### src/pcr_defs.vh
`ifndef PCR_DEFS_VH
`define PCR_DEFS_VH
// Overview of operation
// - usb limit bits 7:4, default 0001
// - usb limit restored on usb falling edge
// - bit 3 enables charger temperature loop
// - key held past off time shuts down
// - bit 2 selects auto power-on after shutdown
// - shutdown enable and ac connect bit restored by system reset
// - power-off activity time, 3 bits, 10s steps
// - charge temperature thresholds, defaults A5H, 1FH
// - work temperature thresholds, defaults FCH, 16H
// - ac path connect bit, system reset
// - ac hold voltage bits 5:3
// - ac current limit bits 2:0
// - tied inputs use usb current limit
// - frequency spread enable and range
// - mode bit selects pwm or auto
// - oscillator code bits 3:0, default 1000
// - 7CH selects reduced serial bus
// - input event enables, default D8H
// - battery event enables, default FCH
// - battery temperature enables, default FFH
// - misc enables, default 03H
// - status flag cleared by writing one

// register offsets
`define PCR_A_USB 8'h35
`define PCR_A_KEY 8'h36
`define PCR_A_OFFT 8'h37
`define PCR_A_CLT 8'h38
`define PCR_A_CHT 8'h39
`define PCR_A_AC 8'h3A
`define PCR_A_FRQ 8'h3B
`define PCR_A_WLT 8'h3C
`define PCR_A_WHT 8'h3D
`define PCR_A_IFM 8'h3E
`define PCR_A_IE1 8'h40
`define PCR_A_IE2 8'h41
`define PCR_A_IE3 8'h42
`define PCR_A_IE4 8'h43
`define PCR_A_IS1 8'h48
`define PCR_A_IS2 8'h49
`define PCR_A_IS3 8'h4A
`define PCR_A_IS4 8'h4B

// reset values
`define PCR_R_USB 8'h18
`define PCR_R_KEY 8'h59
`define PCR_R_OFFT 8'h00
`define PCR_R_CLT 8'hA5
`define PCR_R_CHT 8'h1F
`define PCR_R_AC 8'h80
`define PCR_R_FRQ 8'h08
`define PCR_R_WLT 8'hFC
`define PCR_R_WHT 8'h16
`define PCR_R_IFM 8'h00
`define PCR_R_IE1 8'hD8
`define PCR_R_IE2 8'hFC
`define PCR_R_IE3 8'hFF
`define PCR_R_IE4 8'h03
`define PCR_R_USBLIM 4'h1

// writable masks (reserved bits read zero)
`define PCR_M_USB 8'hF8
`define PCR_M_OFFT 8'h07
`define PCR_M_AC 8'hBF
`define PCR_M_FRQ 8'hDF
`define PCR_M_IE1 8'hFC
`define PCR_M_IE2 8'hFC
`define PCR_M_IE4 8'h87

// field positions and codes
`define PCR_B_TLOOP 3
`define PCR_B_OFFEN 3
`define PCR_B_AUTOON 2
`define PCR_B_ACCON 7
`define PCR_B_SPREN 7
`define PCR_B_SPRNG 6
`define PCR_B_AUTOM 4
`define PCR_RSB_CODE 8'h7C

// timing
`define PCR_CLK_HZ 250000000
`define PCR_OFF_BASE_S 4
`define PCR_OFF_STEP_S 2
`endif

### src/pcr_regs.v
`include "pcr_defs.vh"
module pcr_regs #(
	parameter CLK_HZ = `PCR_CLK_HZ
) (
	// clock and resets
	input wire clk_i,
	input wire rst_n_i,
	input wire sys_rst_n_i,
	input wire ce_i,
	// register port
	input wire wr_i,
	input wire rd_i,
	input wire [7:0] addr_i,
	input wire [7:0] wdata_i,
	output reg [7:0] rdata_o,
	// board and pins
	input wire usb_present_i,
	input wire inputs_tied_i,
	input wire power_key_n_i,
	// events
	input wire [31:0] evt_i,
	// controls
	output wire [3:0] usb_limit_o,
	output wire temp_loop_en_o,
	output wire [7:0] charge_low_temp_threshold_o,
	output wire [7:0] charge_high_temp_threshold_o,
	output wire [7:0] work_low_temp_threshold_o,
	output wire [7:0] work_high_temp_threshold_o,
	output wire ac_input_connect_o,
	output wire [2:0] input_hold_voltage_o,
	output wire [3:0] ac_input_limit_o,
	output wire spread_en_o,
	output wire spread_wide_o,
	output wire power_save_operation_o,
	output wire [3:0] osc_code_o,
	output wire [2:0] off_activity_o,
	output wire reduced_serial_bus_o,
	output reg shutdown_o,
	output wire auto_on_o,
	output wire irq_o
);
	reg [7:0] usb_reg, key_reg, offt_reg, clt_reg, cht_reg, ac_reg;
	reg [7:0] frq_reg, wlt_reg, wht_reg, ifm_reg;
	reg [7:0] ie1_reg, ie2_reg, ie3_reg, ie4_reg;
	reg usb_d_reg;
	reg [35:0] hold_reg;
	wire usb_s, key_s;
	wire [31:0] flags;
	wire [3:0] pend;
	wire [31:0] clr;
	wire [31:0] en;
	genvar g;

	// widened on purpose so the product below cannot wrap
	localparam [35:0] SEC = 36'd1 * CLK_HZ;

	////////////////////////////////////////////////////////////////
	pcr_sync u_usb (.clk_i(clk_i), .rst_n_i(rst_n_i), .ce_i(ce_i),
		.d_i(usb_present_i), .q_o(usb_s));
	pcr_sync u_key (.clk_i(clk_i), .rst_n_i(rst_n_i), .ce_i(ce_i),
		.d_i(~power_key_n_i), .q_o(key_s));

	////////////////////////////////////////////////////////////////
	// power-on reset fields
	always @(posedge clk_i or negedge rst_n_i)
	begin
		if (!rst_n_i)
		begin
			usb_reg <= `PCR_R_USB;
			key_reg <= `PCR_R_KEY;
			offt_reg <= `PCR_R_OFFT;
			clt_reg <= `PCR_R_CLT;
			cht_reg <= `PCR_R_CHT;
			ac_reg <= `PCR_R_AC;
			frq_reg <= `PCR_R_FRQ;
			wlt_reg <= `PCR_R_WLT;
			wht_reg <= `PCR_R_WHT;
			ifm_reg <= `PCR_R_IFM;
			ie1_reg <= `PCR_R_IE1;
			ie2_reg <= `PCR_R_IE2;
			ie3_reg <= `PCR_R_IE3;
			ie4_reg <= `PCR_R_IE4;
			usb_d_reg <= 1'b0;
		end
		else if (ce_i)
		begin
			usb_d_reg <= usb_s;
			if (!sys_rst_n_i)
			begin
				key_reg[`PCR_B_OFFEN] <= 1'b1;
				ac_reg[`PCR_B_ACCON] <= 1'b1;
			end
			else if (wr_i)
			begin
				case (addr_i)
					`PCR_A_USB: usb_reg <= wdata_i & `PCR_M_USB;
					`PCR_A_KEY: key_reg <= wdata_i;
					`PCR_A_OFFT: offt_reg <= wdata_i & `PCR_M_OFFT;
					`PCR_A_CLT: clt_reg <= wdata_i;
					`PCR_A_CHT: cht_reg <= wdata_i;
					`PCR_A_AC: ac_reg <= wdata_i & `PCR_M_AC;
					`PCR_A_FRQ: frq_reg <= wdata_i & `PCR_M_FRQ;
					`PCR_A_WLT: wlt_reg <= wdata_i;
					`PCR_A_WHT: wht_reg <= wdata_i;
					`PCR_A_IFM: ifm_reg <= wdata_i;
					`PCR_A_IE1: ie1_reg <= wdata_i & `PCR_M_IE1;
					`PCR_A_IE2: ie2_reg <= wdata_i & `PCR_M_IE2;
					`PCR_A_IE3: ie3_reg <= wdata_i;
					`PCR_A_IE4: ie4_reg <= wdata_i & `PCR_M_IE4;
					default: ;
				endcase
			end
			// usb unplug wins over a write in the same cycle
			if (usb_d_reg && !usb_s)
				usb_reg[7:4] <= `PCR_R_USBLIM;
		end
	end

	////////////////////////////////////////////////////////////////
	// key hold timer, off time 4/6/8/10 s
	always @(posedge clk_i or negedge rst_n_i)
	begin
		if (!rst_n_i)
		begin
			hold_reg <= 36'h0;
			shutdown_o <= 1'b0;
		end
		else if (ce_i)
		begin
			if (!key_s)
				hold_reg <= 36'h0;
			else if (!shutdown_o)
				hold_reg <= hold_reg + 36'h1;
			if (key_s && key_reg[`PCR_B_OFFEN] && hold_reg >=
				SEC * (`PCR_OFF_BASE_S + `PCR_OFF_STEP_S * key_reg[1:0]))
				shutdown_o <= 1'b1;
			else if (!key_s)
				shutdown_o <= 1'b0;
		end
	end

	////////////////////////////////////////////////////////////////
	// status flags, write one to clear
	assign en = {ie4_reg, ie3_reg, ie2_reg, ie1_reg};
	generate
		for (g = 0; g < 4; g = g + 1)
		begin : g_st
			assign clr[g*8+7:g*8] = (wr_i && sys_rst_n_i &&
				addr_i == `PCR_A_IS1 + g) ? wdata_i : 8'h00;
			pcr_stat u_st (.clk_i(clk_i), .rst_n_i(rst_n_i),
				.ce_i(ce_i), .evt_i(evt_i[g*8+7:g*8] & en[g*8+7:g*8]),
				.clr_i(clr[g*8+7:g*8]), .en_i(en[g*8+7:g*8]),
				.flag_o(flags[g*8+7:g*8]), .pend_o(pend[g]));
		end
	endgenerate
	assign irq_o = |pend;

	////////////////////////////////////////////////////////////////
	always @*
	begin
		case (addr_i)
			`PCR_A_USB: rdata_o = usb_reg;
			`PCR_A_KEY: rdata_o = key_reg;
			`PCR_A_OFFT: rdata_o = offt_reg;
			`PCR_A_CLT: rdata_o = clt_reg;
			`PCR_A_CHT: rdata_o = cht_reg;
			`PCR_A_AC: rdata_o = ac_reg;
			`PCR_A_FRQ: rdata_o = frq_reg;
			`PCR_A_WLT: rdata_o = wlt_reg;
			`PCR_A_WHT: rdata_o = wht_reg;
			`PCR_A_IFM: rdata_o = ifm_reg;
			`PCR_A_IE1: rdata_o = ie1_reg;
			`PCR_A_IE2: rdata_o = ie2_reg;
			`PCR_A_IE3: rdata_o = ie3_reg;
			`PCR_A_IE4: rdata_o = ie4_reg;
			`PCR_A_IS1: rdata_o = flags[7:0];
			`PCR_A_IS2: rdata_o = flags[15:8];
			`PCR_A_IS3: rdata_o = flags[23:16];
			`PCR_A_IS4: rdata_o = flags[31:24];
			default: rdata_o = 8'h00;
		endcase
	end

	////////////////////////////////////////////////////////////////
	assign usb_limit_o = usb_reg[7:4];
	assign temp_loop_en_o = usb_reg[`PCR_B_TLOOP];
	assign auto_on_o = key_reg[`PCR_B_AUTOON];
	assign off_activity_o = offt_reg[2:0];
	assign charge_low_temp_threshold_o = clt_reg;
	assign charge_high_temp_threshold_o = cht_reg;
	assign work_low_temp_threshold_o = wlt_reg;
	assign work_high_temp_threshold_o = wht_reg;
	assign ac_input_connect_o = ac_reg[`PCR_B_ACCON];
	assign input_hold_voltage_o = ac_reg[5:3];
	// ac codes passed as 0..7 widened; tied inputs take usb code
	assign ac_input_limit_o = inputs_tied_i ? usb_reg[7:4] :
		{1'b0, ac_reg[2:0]};
	assign spread_en_o = frq_reg[`PCR_B_SPREN];
	assign spread_wide_o = frq_reg[`PCR_B_SPRNG];
	assign power_save_operation_o = frq_reg[`PCR_B_AUTOM];
	assign osc_code_o = frq_reg[3:0];
	assign reduced_serial_bus_o = (ifm_reg == `PCR_RSB_CODE);
endmodule // pcr_regs

### src/pcr_sync.v
module pcr_sync (
	// clock
	input wire clk_i,
	input wire rst_n_i,
	input wire ce_i,
	// data
	input wire d_i,
	output wire q_o
);
	reg s1_reg;
	reg s2_reg;
	reg s3_reg;
	reg q_reg;

	// stage one feeds stage two only
	always @(posedge clk_i or negedge rst_n_i)
	begin
		if (!rst_n_i)
		begin
			s1_reg <= 1'b0;
			s2_reg <= 1'b0;
			s3_reg <= 1'b0;
			q_reg <= 1'b0;
		end
		else if (ce_i)
		begin
			s1_reg <= d_i;
			s2_reg <= s1_reg;
			s3_reg <= s2_reg;
			if (s2_reg == s3_reg)
				q_reg <= s3_reg;
		end
	end
	assign q_o = q_reg;
endmodule // pcr_sync

### src/pcr_stat.v
`include "pcr_defs.vh"
module pcr_stat (
	// clock
	input wire clk_i,
	input wire rst_n_i,
	input wire ce_i,
	// events and clears
	input wire [7:0] evt_i,
	input wire [7:0] clr_i,
	input wire [7:0] en_i,
	// state
	output wire [7:0] flag_o,
	output wire pend_o
);
	reg [7:0] flag_reg;

	always @(posedge clk_i or negedge rst_n_i)
	begin
		if (!rst_n_i)
			flag_reg <= 8'h00;
		else if (ce_i)
			flag_reg <= evt_i | (flag_reg & ~clr_i);
	end
	assign flag_o = flag_reg;
	assign pend_o = |(flag_reg & en_i);
endmodule // pcr_stat

### config.mk
export PLATFORM = sky130hd
export DESIGN_NAME = pcr_regs
export DESIGN_NICKNAME = d
export VERILOG_FILES = /design/src/pcr_regs.v /design/src/pcr_sync.v /design/src/pcr_stat.v
export VERILOG_INCLUDE_DIRS = /design/src
export SDC_FILE = /design/constraint.sdc
export NUM_CORES = 1
export LEC_CHECK = 0
export BUFFER_PORTS_ARGS = -buffer_cell sky130_fd_sc_hd__buf_4
export CORE_AREA = 2 2 147 135
export CTS_BUF_LIST = sky130_fd_sc_hd__clkbuf_8
export DETAILED_ROUTE_END_ITERATION = 16
export DIE_AREA = 0 0 149 137
export PLACE_DENSITY = 0.69
export SKIP_CTS_REPAIR_TIMING = 1
export SLEW_MARGIN = 5
export SYNTH_ARGS = -nofsm -noshare
export SYNTH_HDL_FRONTEND = slang
export SYNTH_SLANG_ARGS = --single-unit
### constraint.sdc
create_clock -name clk_i -period 4.59 [get_ports clk_i]
set_input_delay 1.377 -clock clk_i [delete_from_list [all_inputs] [get_ports clk_i]]
set_output_delay 1.377 -clock clk_i [all_outputs]
set_load 0.01 [all_outputs]
* After elaboration in Yosys (flattened, before gate mapping) *
Index checks and enable logic that the tools add are counted.
Widths: inputs -> output; s select.

storage, ports and cells
  register bits after elaboration = 172
  bits of input ports = 57
  output and inout bits = 67
  word-level logic and storage cells = 137

cells by class
  add/subtract/negate cells = 2
  multipliers = 1
  order comparisons = 1
  eq/ne operators = 26
  muxes and demuxes = 20
  bitwise logic cells = 21
  reductions and logical operators = 34

operator list
  cell                   count
  $pmux 8 s18            1
  $and 8x8->8            12
  $eq 8x6->1 const B     10
  $eq 8x7->1 const B     9
  $mux 36                2
  $mux 8                 9
  $reduce_and 4->1       15
  $add 36x1->36 const B  1
  $ge 36x32->1           1
  $not 8->8              4
  $or 8x8->8             4
  $reduce_or 32->1       1
  $mul 21x4->25 const A  1
  $mux 4                 4
  $logic_and 1x1->1      8
  $reduce_and 2->1       4
  $ne 2x1->1 const B     3
  $reduce_and 3->1       2
  $reduce_bool 2->1      3
  $add 3x3->4 const A    1
  $mux 1                 4
  $ne 2x2->1 const B     2
  $eq 1x1->1             2
  $logic_not 1->1        1
  $not 1->1              1

* Logic depth before layout (Yosys ltp) *
Gate-level depths: netlist of run 1.

  depth in word-level cells = 6
  gate-level depth with buffers = 12
  mapped depth without buffers = 12

* Cells and area by module *
Synthesis of run 1 repeated with hierarchy kept, for this count alone.

second synthesis, totals
  cell total of the unflattened synthesis = 936
  area, all modules = 9,902.0 sq um

by module, submodules not included
  module    instances  cells an instance  area an instance (sq um)  seq. area each (sq um)
  pcr_regs  1          792                8,117.8                   3,360.7
  pcr_stat  4          31                 367.9                     200.2
  pcr_sync  2          10                 156.4                     100.1

* Worst setup path before layout of run 1 *
OpenSTA, ideal clock, no wires.

  kind = input port to output port
  start = input port addr_i[6]
  end = output port rdata_o[5]
  data arrival time = 2.918 ns
  data required time = 3.213 ns
  setup slack = 0.295 ns
  stages = 6
  path buffers = 1
  path through = and4bb_1 > buf_2 > nand2_1 > nor2_1 > a221o_1 > or4_1

between the ends
  word-level cells in the longest chain between the ends = 2
  elaborated cells on any way between the ends = 19
  classes of those cells = eq/ne (18); mux (1)

RTL lines
  item                                             line            source
  start, declared                                  pcr_regs.v:13   input wire [7:0] addr_i,
  $eq 8x7->1 / $eq 8x6->1 (equally long branches)  pcr_regs.v:161  case (addr_i)
  $pmux 8 s18 *                                    pcr_regs.v:161
  end, declared                                    pcr_regs.v:15   output reg [7:0] rdata_o,

Every way passes the cells marked *; elsewhere a longest branch is shown, timed or not.

* Worst setup path after layout of run 1 *
  start = input port addr_i[4]
  end = output port rdata_o[3]

The elaborated chain is that of the path after synthesis.

==> results.md, run 1 <==
- Status: completed
- Setup CP Type: in -> out
- Final period utilization: 0.989
- Min cycle time layout: roughly 4.5 ns
- Number of global-route vias before repair: around 7300
- Post-synth EDFFs: 0
- Hold Fails Final Rpt: 0
- Largest net degree at the start of global routing: roughly 80
- Die ar.: roughly 0.020 mm2
- Gp weighted congestion: 0.979
- H-Tree Depth: 4
- Drt total wl: ~28000 um
- N_diodes: 0
- CTS clk-pin slew, worst paths: about 0.10 ns
- Worst-Skew Late Latency: between 0.4 and 0.5 ns
- Syn Nets: 940
- Core ar.: 0.0189 mm2
- WP data arrival: 3.16 ns
- CP dominant cell by count: buf_4
- Routed Antenna Nets: 0
- Crit-path cells: buf_4 > and4bb_1 > and3_1 > a22oi_1 > o22ai_1 > or3b_1 > buf_4
- Num CTS Buffers: 17
- First-pass GRT wire length: roughly 43000 um
- Via count: between 7000 and 8000
- Initial antenna violation count: 0
- Remaining global-route overflow: 0
- Setup crit start kind: input pin
- DP Wirelength: approximately 20000 um
- Post-Synthesis Cells: around 850
- # rows: 48
- DR pass1 iterations: 7
- Power density cells: approximately 280 mW/mm2
- CP Capture Type: primary output
- Post-synth top area cell: dfrtp_1
- Final setup violation count: 0
- Synth Flop Type: dfrtp_1
- Unrepaired setup endpoints after global routing: no
- Syn. warnings: 0
- Drt drc: 0
- CP delay by family, top: simple AND/OR/NAND/NOR gates
- Least-Margin Pin Slew: 0.773 ns
- Post-Route Setup TNS: 0 ns
- Unique masters post-synth: between 70 and 80
- CTS Sinks: about 170
- Final count of pins violating max slew: 0
- CP Max Fanout: 5
- Die span in y: ~140 um
- Nets: approximately 1100
- Slowest cell on crit path: or3b_1
- Synthesis-stage register bit count: about 170
- I/O pin cnt: approximately 120
- Rel. slew slack: 0.485
- Largest register FFs: 36
- Area growth syn-to-layout: 18.7%
- Clock root cell: clkbuf_8
- Post-Route Skew: between 0.01 and 0.015 ns
- Synth Cell Area: slightly above 0.009 mm2
- Clock Path Buffers: 2
- Fmax: around 220 MHz
- Worst Hold Class: reg -> reg
- Layout cells sized above 1: 0.364
- Die Wd: approximately 150 um
- Via density per instance: between 6 and 7
- CTS tree: done
- Synth area leaders: dfrtp_1, dfstp_2, mux2_2, ha_1, nand2_1
- Overall routing resource usage: 0.280
- Initial Utilization: 0.493
- Drt first-iter violations: between 700 and 800
- I/O Buffers: ~110
- Drt wl/cell: between 20 and 25 um
- Fraction of registers with async set/reset: 1.00
- Max-cap viol count: 0
- CP required: 3.21 ns
- Sequential area share after synthesis: 0.469
- Worst Path Buf+Inv: 2
- CP peak stage delay: a little under 0.4 ns
- VDD IR-drop max: 198 uV
- Final Core Density: 0.585
- Pleak: roughly 4.9 nW
- Syn avg cell area: 11.0 um2
- Synth top area share: 0.339
==> layout make-up <==
class                           count  area, um2
Clock buffer                       17        234
Clock inverter                     15        174
Fill cell                        1643       7820
Inverter                           23       86.3
Multi-Input combinational cell    607       4660
Sequential cell                   172       4360
Tap cell                          250        313
Timing Repair Buffer              157       1210
==> path summary, 6_finish.rpt <==
| path | depth (start not counted) | end | slack [ns] | from |
|---|---|---|---|---|
| setup reg to reg | 12 | shutdown_o | 1.63 | key_reg[1] |
| hold / removal | 1 | usb_d_reg | 0.51 | usb_d_reg |
| min in group asynchronous | 1 | hold_reg[7] | 0.93 | rst_n_i |
| max in group asynchronous | 2 | ie3_reg[4] | 2.70 | rst_n_i |
| hold reg to reg | 1 | usb_d_reg | 0.51 | usb_d_reg |
| setup / recovery | 7 | rdata_o[3] | 0.05 | addr_i[4] |
==> cell usage in the layout, fill, tap and decap left out, types with 5 or more instances in the layout <==
| cell | n |
|---|---|
| and2_1 | 6 |
| mux2_2 | 105 |
| nand2_1 | 79 |
| a22o_1 | 10 |
| inv_1 | 23 |
| and4_1 | 5 |
| clkbuf_8 | 17 |
| a32o_1 | 24 |
| nand3_1 | 21 |
| mux2i_1 | 9 |
| o31ai_1 | 7 |
| a21oi_1 | 37 |
| a22oi_1 | 27 |
| ha_1 | 36 |
| dfrtp_1 | 126 |
| o21ai_0 | 24 |
| nor3_1 | 8 |
| inv_6 | 6 |
| a221oi_1 | 9 |
| nor2b_1 | 6 |
| xnor2_1 | 8 |
| o22ai_1 | 6 |
| or3_1 | 9 |
| xor2_1 | 12 |
| or4_1 | 5 |
| nor2_1 | 46 |
| nand2b_1 | 5 |
| dfstp_2 | 46 |
| a21boi_0 | 9 |
| nand4_1 | 16 |
| buf_4 | 153 |
| a211oi_1 | 7 |
==> cell usage after synthesis (all sizes together) (3+ instances only) <==
master,count
dfrtp,126
mux2,105
nand2,79
dfstp,46
nor2,46
a21oi,37
ha,36
a22oi,27
a32o,24
o21ai,24
clkbuf,23
inv,23
buf,22
nand3,22
nand4,18
nor3,12
xor2,12
a22o,10
a21boi,9
a221oi,9
and2,9
mux2i,9
nor4,9
or3,9
xnor2,8
a211oi,7
o31ai,7
nor2b,6
o22ai,6
or4,6
and4,5
nand2b,5
a222oi,4
a31oi,4
and3,4
a311oi,3
o211ai,3
or2,3
==> routing by layer <==
layer	track usage	vias up	part of all wire
met2	0.410	343	0.44
met1	0.409	3921	0.44
met5	0	-	0
li1	-	3455	-
met4	0.0878	0	0.025
met3	0.0700	54	0.097
==> power breakdown <==
part | internal (mW) | total, mW | switching [mW]
combinational | 0.132 | 0.315 | 0.183
sequential | 1.58 | 1.64 | 0.0609
clock | 0.460 | 1.10 | 0.642
total | 2.17 | 3.06 | 0.887
==> stage by stage <==
stage / instance area, um2 / total power, mW / hold WS (ns) / cells / setup WS, ns
2_1_floorplan: 9300 / 1.81 / 0.459 / 847 / 0.295
3_3_place_gp: 10600 / 1.97 / 0.480 / 1209 / 0.0513
3_5_place_dp: 10600 / 1.98 / 0.491 / 1209 / 0.0364
4_1_cts: 11000 / 3.08 / 0.516 / 1241 / 0.0233
5_1_grt: 11000 / 3.18 / 0.537 / 1241 / 0.00609
6_report: 11000 / 3.06 / 0.510 / 1241 / 0.0497
==> cells by family (layout without fill, tap and decap cells) <==
family,after synthesis,count (layout),synth area share
mux,115,115,0.139
flops,172,172,0.469
simple gates,241,241,0.140
xor+xnor,20,20,0.0188
other cells,1,1,0.000403
compound gates,194,194,0.153
fa+ha+maj,36,36,0.0484
buf+inv,68,212,0.0311
Power figures use the tool's default switching activity.
==> run 2: changes to the inputs <==
==> constraint.sdc (replaced) <==
create_clock -name clk_i -period 5.6 [get_ports clk_i]
set_input_delay 1.68 -clock clk_i [delete_from_list [all_inputs] [get_ports clk_i]]
set_output_delay 1.68 -clock clk_i [all_outputs]
set_load 0.01 [all_outputs]
==> results.md, run 2 (synthesis gave the netlist of run 1 again) <==
- Setup CP Type: in -> out
- CP Capture Type: primary output
- Hold Slack: 0.506 ns (-0.00342 ns)
- Final count of pins violating max slew: 0 (unchanged)
- Die Wd: 149 um (unchanged)
- I/O pin cnt: 124 (unchanged)
- CP Max Fanout: 15 (+10)
- Drt drc: 0 (unchanged)
- Hold Fails Final Rpt: 0 (unchanged)
- Routed wl met2: 12400 um (+1.6%)
- Via count: 7621 (-2.0%)
- Number of global-route vias before repair: 7410 (+1.1%)
- Register area: 0.00436 mm2 (unchanged)
- I/O Buffers: 114 (unchanged)
- Setup crit start kind: input pin
- Final setup violation count: 0 (unchanged)
- Min cycle time layout: 5.37 ns
- Nets: 1052 (-1.8%)
- Final period utilization: 0.959
- Most frequent cells in the layout: buf_4, dfrtp_1, mux2_2
- Post-Route Skew: 0.0104 ns (-0.00182 ns)
- Largest register FFs: 36 (unchanged)
- Final Worst Setup Slack: 0.232 ns (+0.182 ns)
- Clock root cell: clkbuf_8
- Pleak: 4.83 nW (-2.5%)
- Fin area: 0.0108 mm2 (-1.7%)
- H-Tree Depth: 4 (unchanged)
- Area growth syn-to-layout: 16.6%
- CP peak stage delay: 0.54 ns (+0.15 ns)
- Largest net degree at the start of global routing: 109 (+35%)
- Cell Area, Placed: 0.0105 mm2 (-1.5%)
- Gp weighted congestion: 0.972 (-0.66%)
- Via density per instance: 6.24 (-0.43%)
- Uppermost layer routed: met4
- Layout Cells excl Fill: 1222 (-1.5%)
- Drt wl/cell: 22.7 um (+1.0%)
- Num CTS Buffers: 17 (unchanged)
- CTS tree: done
- Die span in y: 137 um (unchanged)
- Remaining global-route overflow: 0 (unchanged)
- Drt first-iter violations: 738 (-1.2%)
- DR pass1 iterations: 5 (-2)
- Unrepaired setup endpoints after global routing: no
- Core ar.: 0.0189 mm2 (unchanged)
- Layout cells sized above 1: 0.349 (-0.0155)
- Post-Route Setup TNS: 0 ns (unchanged)
- Die ar.: 0.0204 mm2 (unchanged)
- Final Total Pwr: 2.46 mW (-20%)
- Slowest cell on crit path: or4_1
- Drt total wl: 27700 um (-0.52%)
- Met3 wire length: 2500 um (-7.7%)
- Fill count: 1660 (+1.0%)
- Initial Utilization: 0.493 (unchanged)
- CP dominant cell by count: buf_4
- CTS Sinks: 172 (unchanged)
- Placed Cells: 1190 (-1.6%)
- Initial antenna violation count: 0 (unchanged)
- Least-Margin Pin Slew: 1.10 ns (+0.330 ns)
- Worst Hold Class: reg -> reg
- VDD IR-drop max: 156 uV (-21%)
- M1 WL: 12100 um (-1.5%)
- Overall routing resource usage: 0.279 (-0.000480)
- Commonest non-fill, non-tap cell in the layout: buf_4
- First-pass GRT wire length: 42900 um (+0.32%)
- WP data arrival: 3.69 ns (+0.53 ns)
- Final Core Density: 0.575 (-0.0101)
- Worst-Skew Late Latency: 0.46 ns (-0.02 ns)
- Status: completed
- Clock Path Buffers: 2 (unchanged)
- Crit-path cells: buf_4 > nor2_1 > a222oi_1 > o221ai_1 > a221o_1 > or4_1 > buf_4
- DP Wirelength: 19800 um (-2.1%)
- N_diodes: 0 (unchanged)
- CTS clk-pin slew, worst paths: 0.09 ns (about the same)
- Fmax: roughly 190 MHz
- # rows: 48 (unchanged)
- Max-cap viol count: 0 (unchanged)
- CP required: 3.92 ns (+0.71 ns)
- Power density cells: 226 mW/mm2 (-18%)
- Rel. slew slack: 0.265 (-0.220)
- Multi-input logic area: 0.00465 mm2 (-0.13%)
- Routed Antenna Nets: 0 (unchanged)
- Pre-CTS WS: 0.284 ns (+0.247 ns)
## run 2: cell types whose count changed in the layout (fill, tap and decap cells not counted), sizes merged
cell / delta
clkinv: +1
clkinvlp: +2
inv: -4
buf: -19
clkbuf: +1
## run 2: worst max-delay path, delay by kind of cell
kind            cells  cell delay [ns]
compound gates      3             0.97
simple gates        2             0.63
buf+inv             2             0.40
## run 2: power breakdown
group / internal [mW] / total (mW) / switching (mW)
combinational: 0.102 / 0.250 / 0.148
clock: 0.372 / 0.866 / 0.493
sequential: 1.29 / 1.34 / 0.0481
total: 1.77 / 2.46 / 0.690
## run 2: worst paths after layout
path / startpoint / endpoint / slack, ns / cells past startpoint
setup / recovery: addr_i[1] / rdata_o[5] / 0.23 / 7
hold / removal: u_key.s3_reg / u_key.q_o / 0.51 / 2
setup reg to reg: key_reg[1] / shutdown_o / 2.54 / 12
hold reg to reg: u_key.s3_reg / u_key.q_o / 0.51 / 2
max in group asynchronous: rst_n_i / work_low_temp_threshold_o[7] / 3.33 / 2
min in group asynchronous: rst_n_i / hold_reg[9] / 1.34 / 1
## run 2: final cells by class
cell class | instances | share of cell area
clock inverter | 14 | 0.0125
sequential | 172 | 0.402
timing repair buffer | 138 | 0.0970
clock buffer | 18 | 0.0228
multi-input combinational | 607 | 0.429
inverter | 23 | 0.00796
tap | 250 | 0.0288
## run 2: per-layer routing
metal / vias up / global-route usage
met2: 348 / 0.411
met3: 61 / 0.0757
met4: 0 / 0.0884
li1: 3405 / -
met1: 3807 / 0.402
met5: - / 0
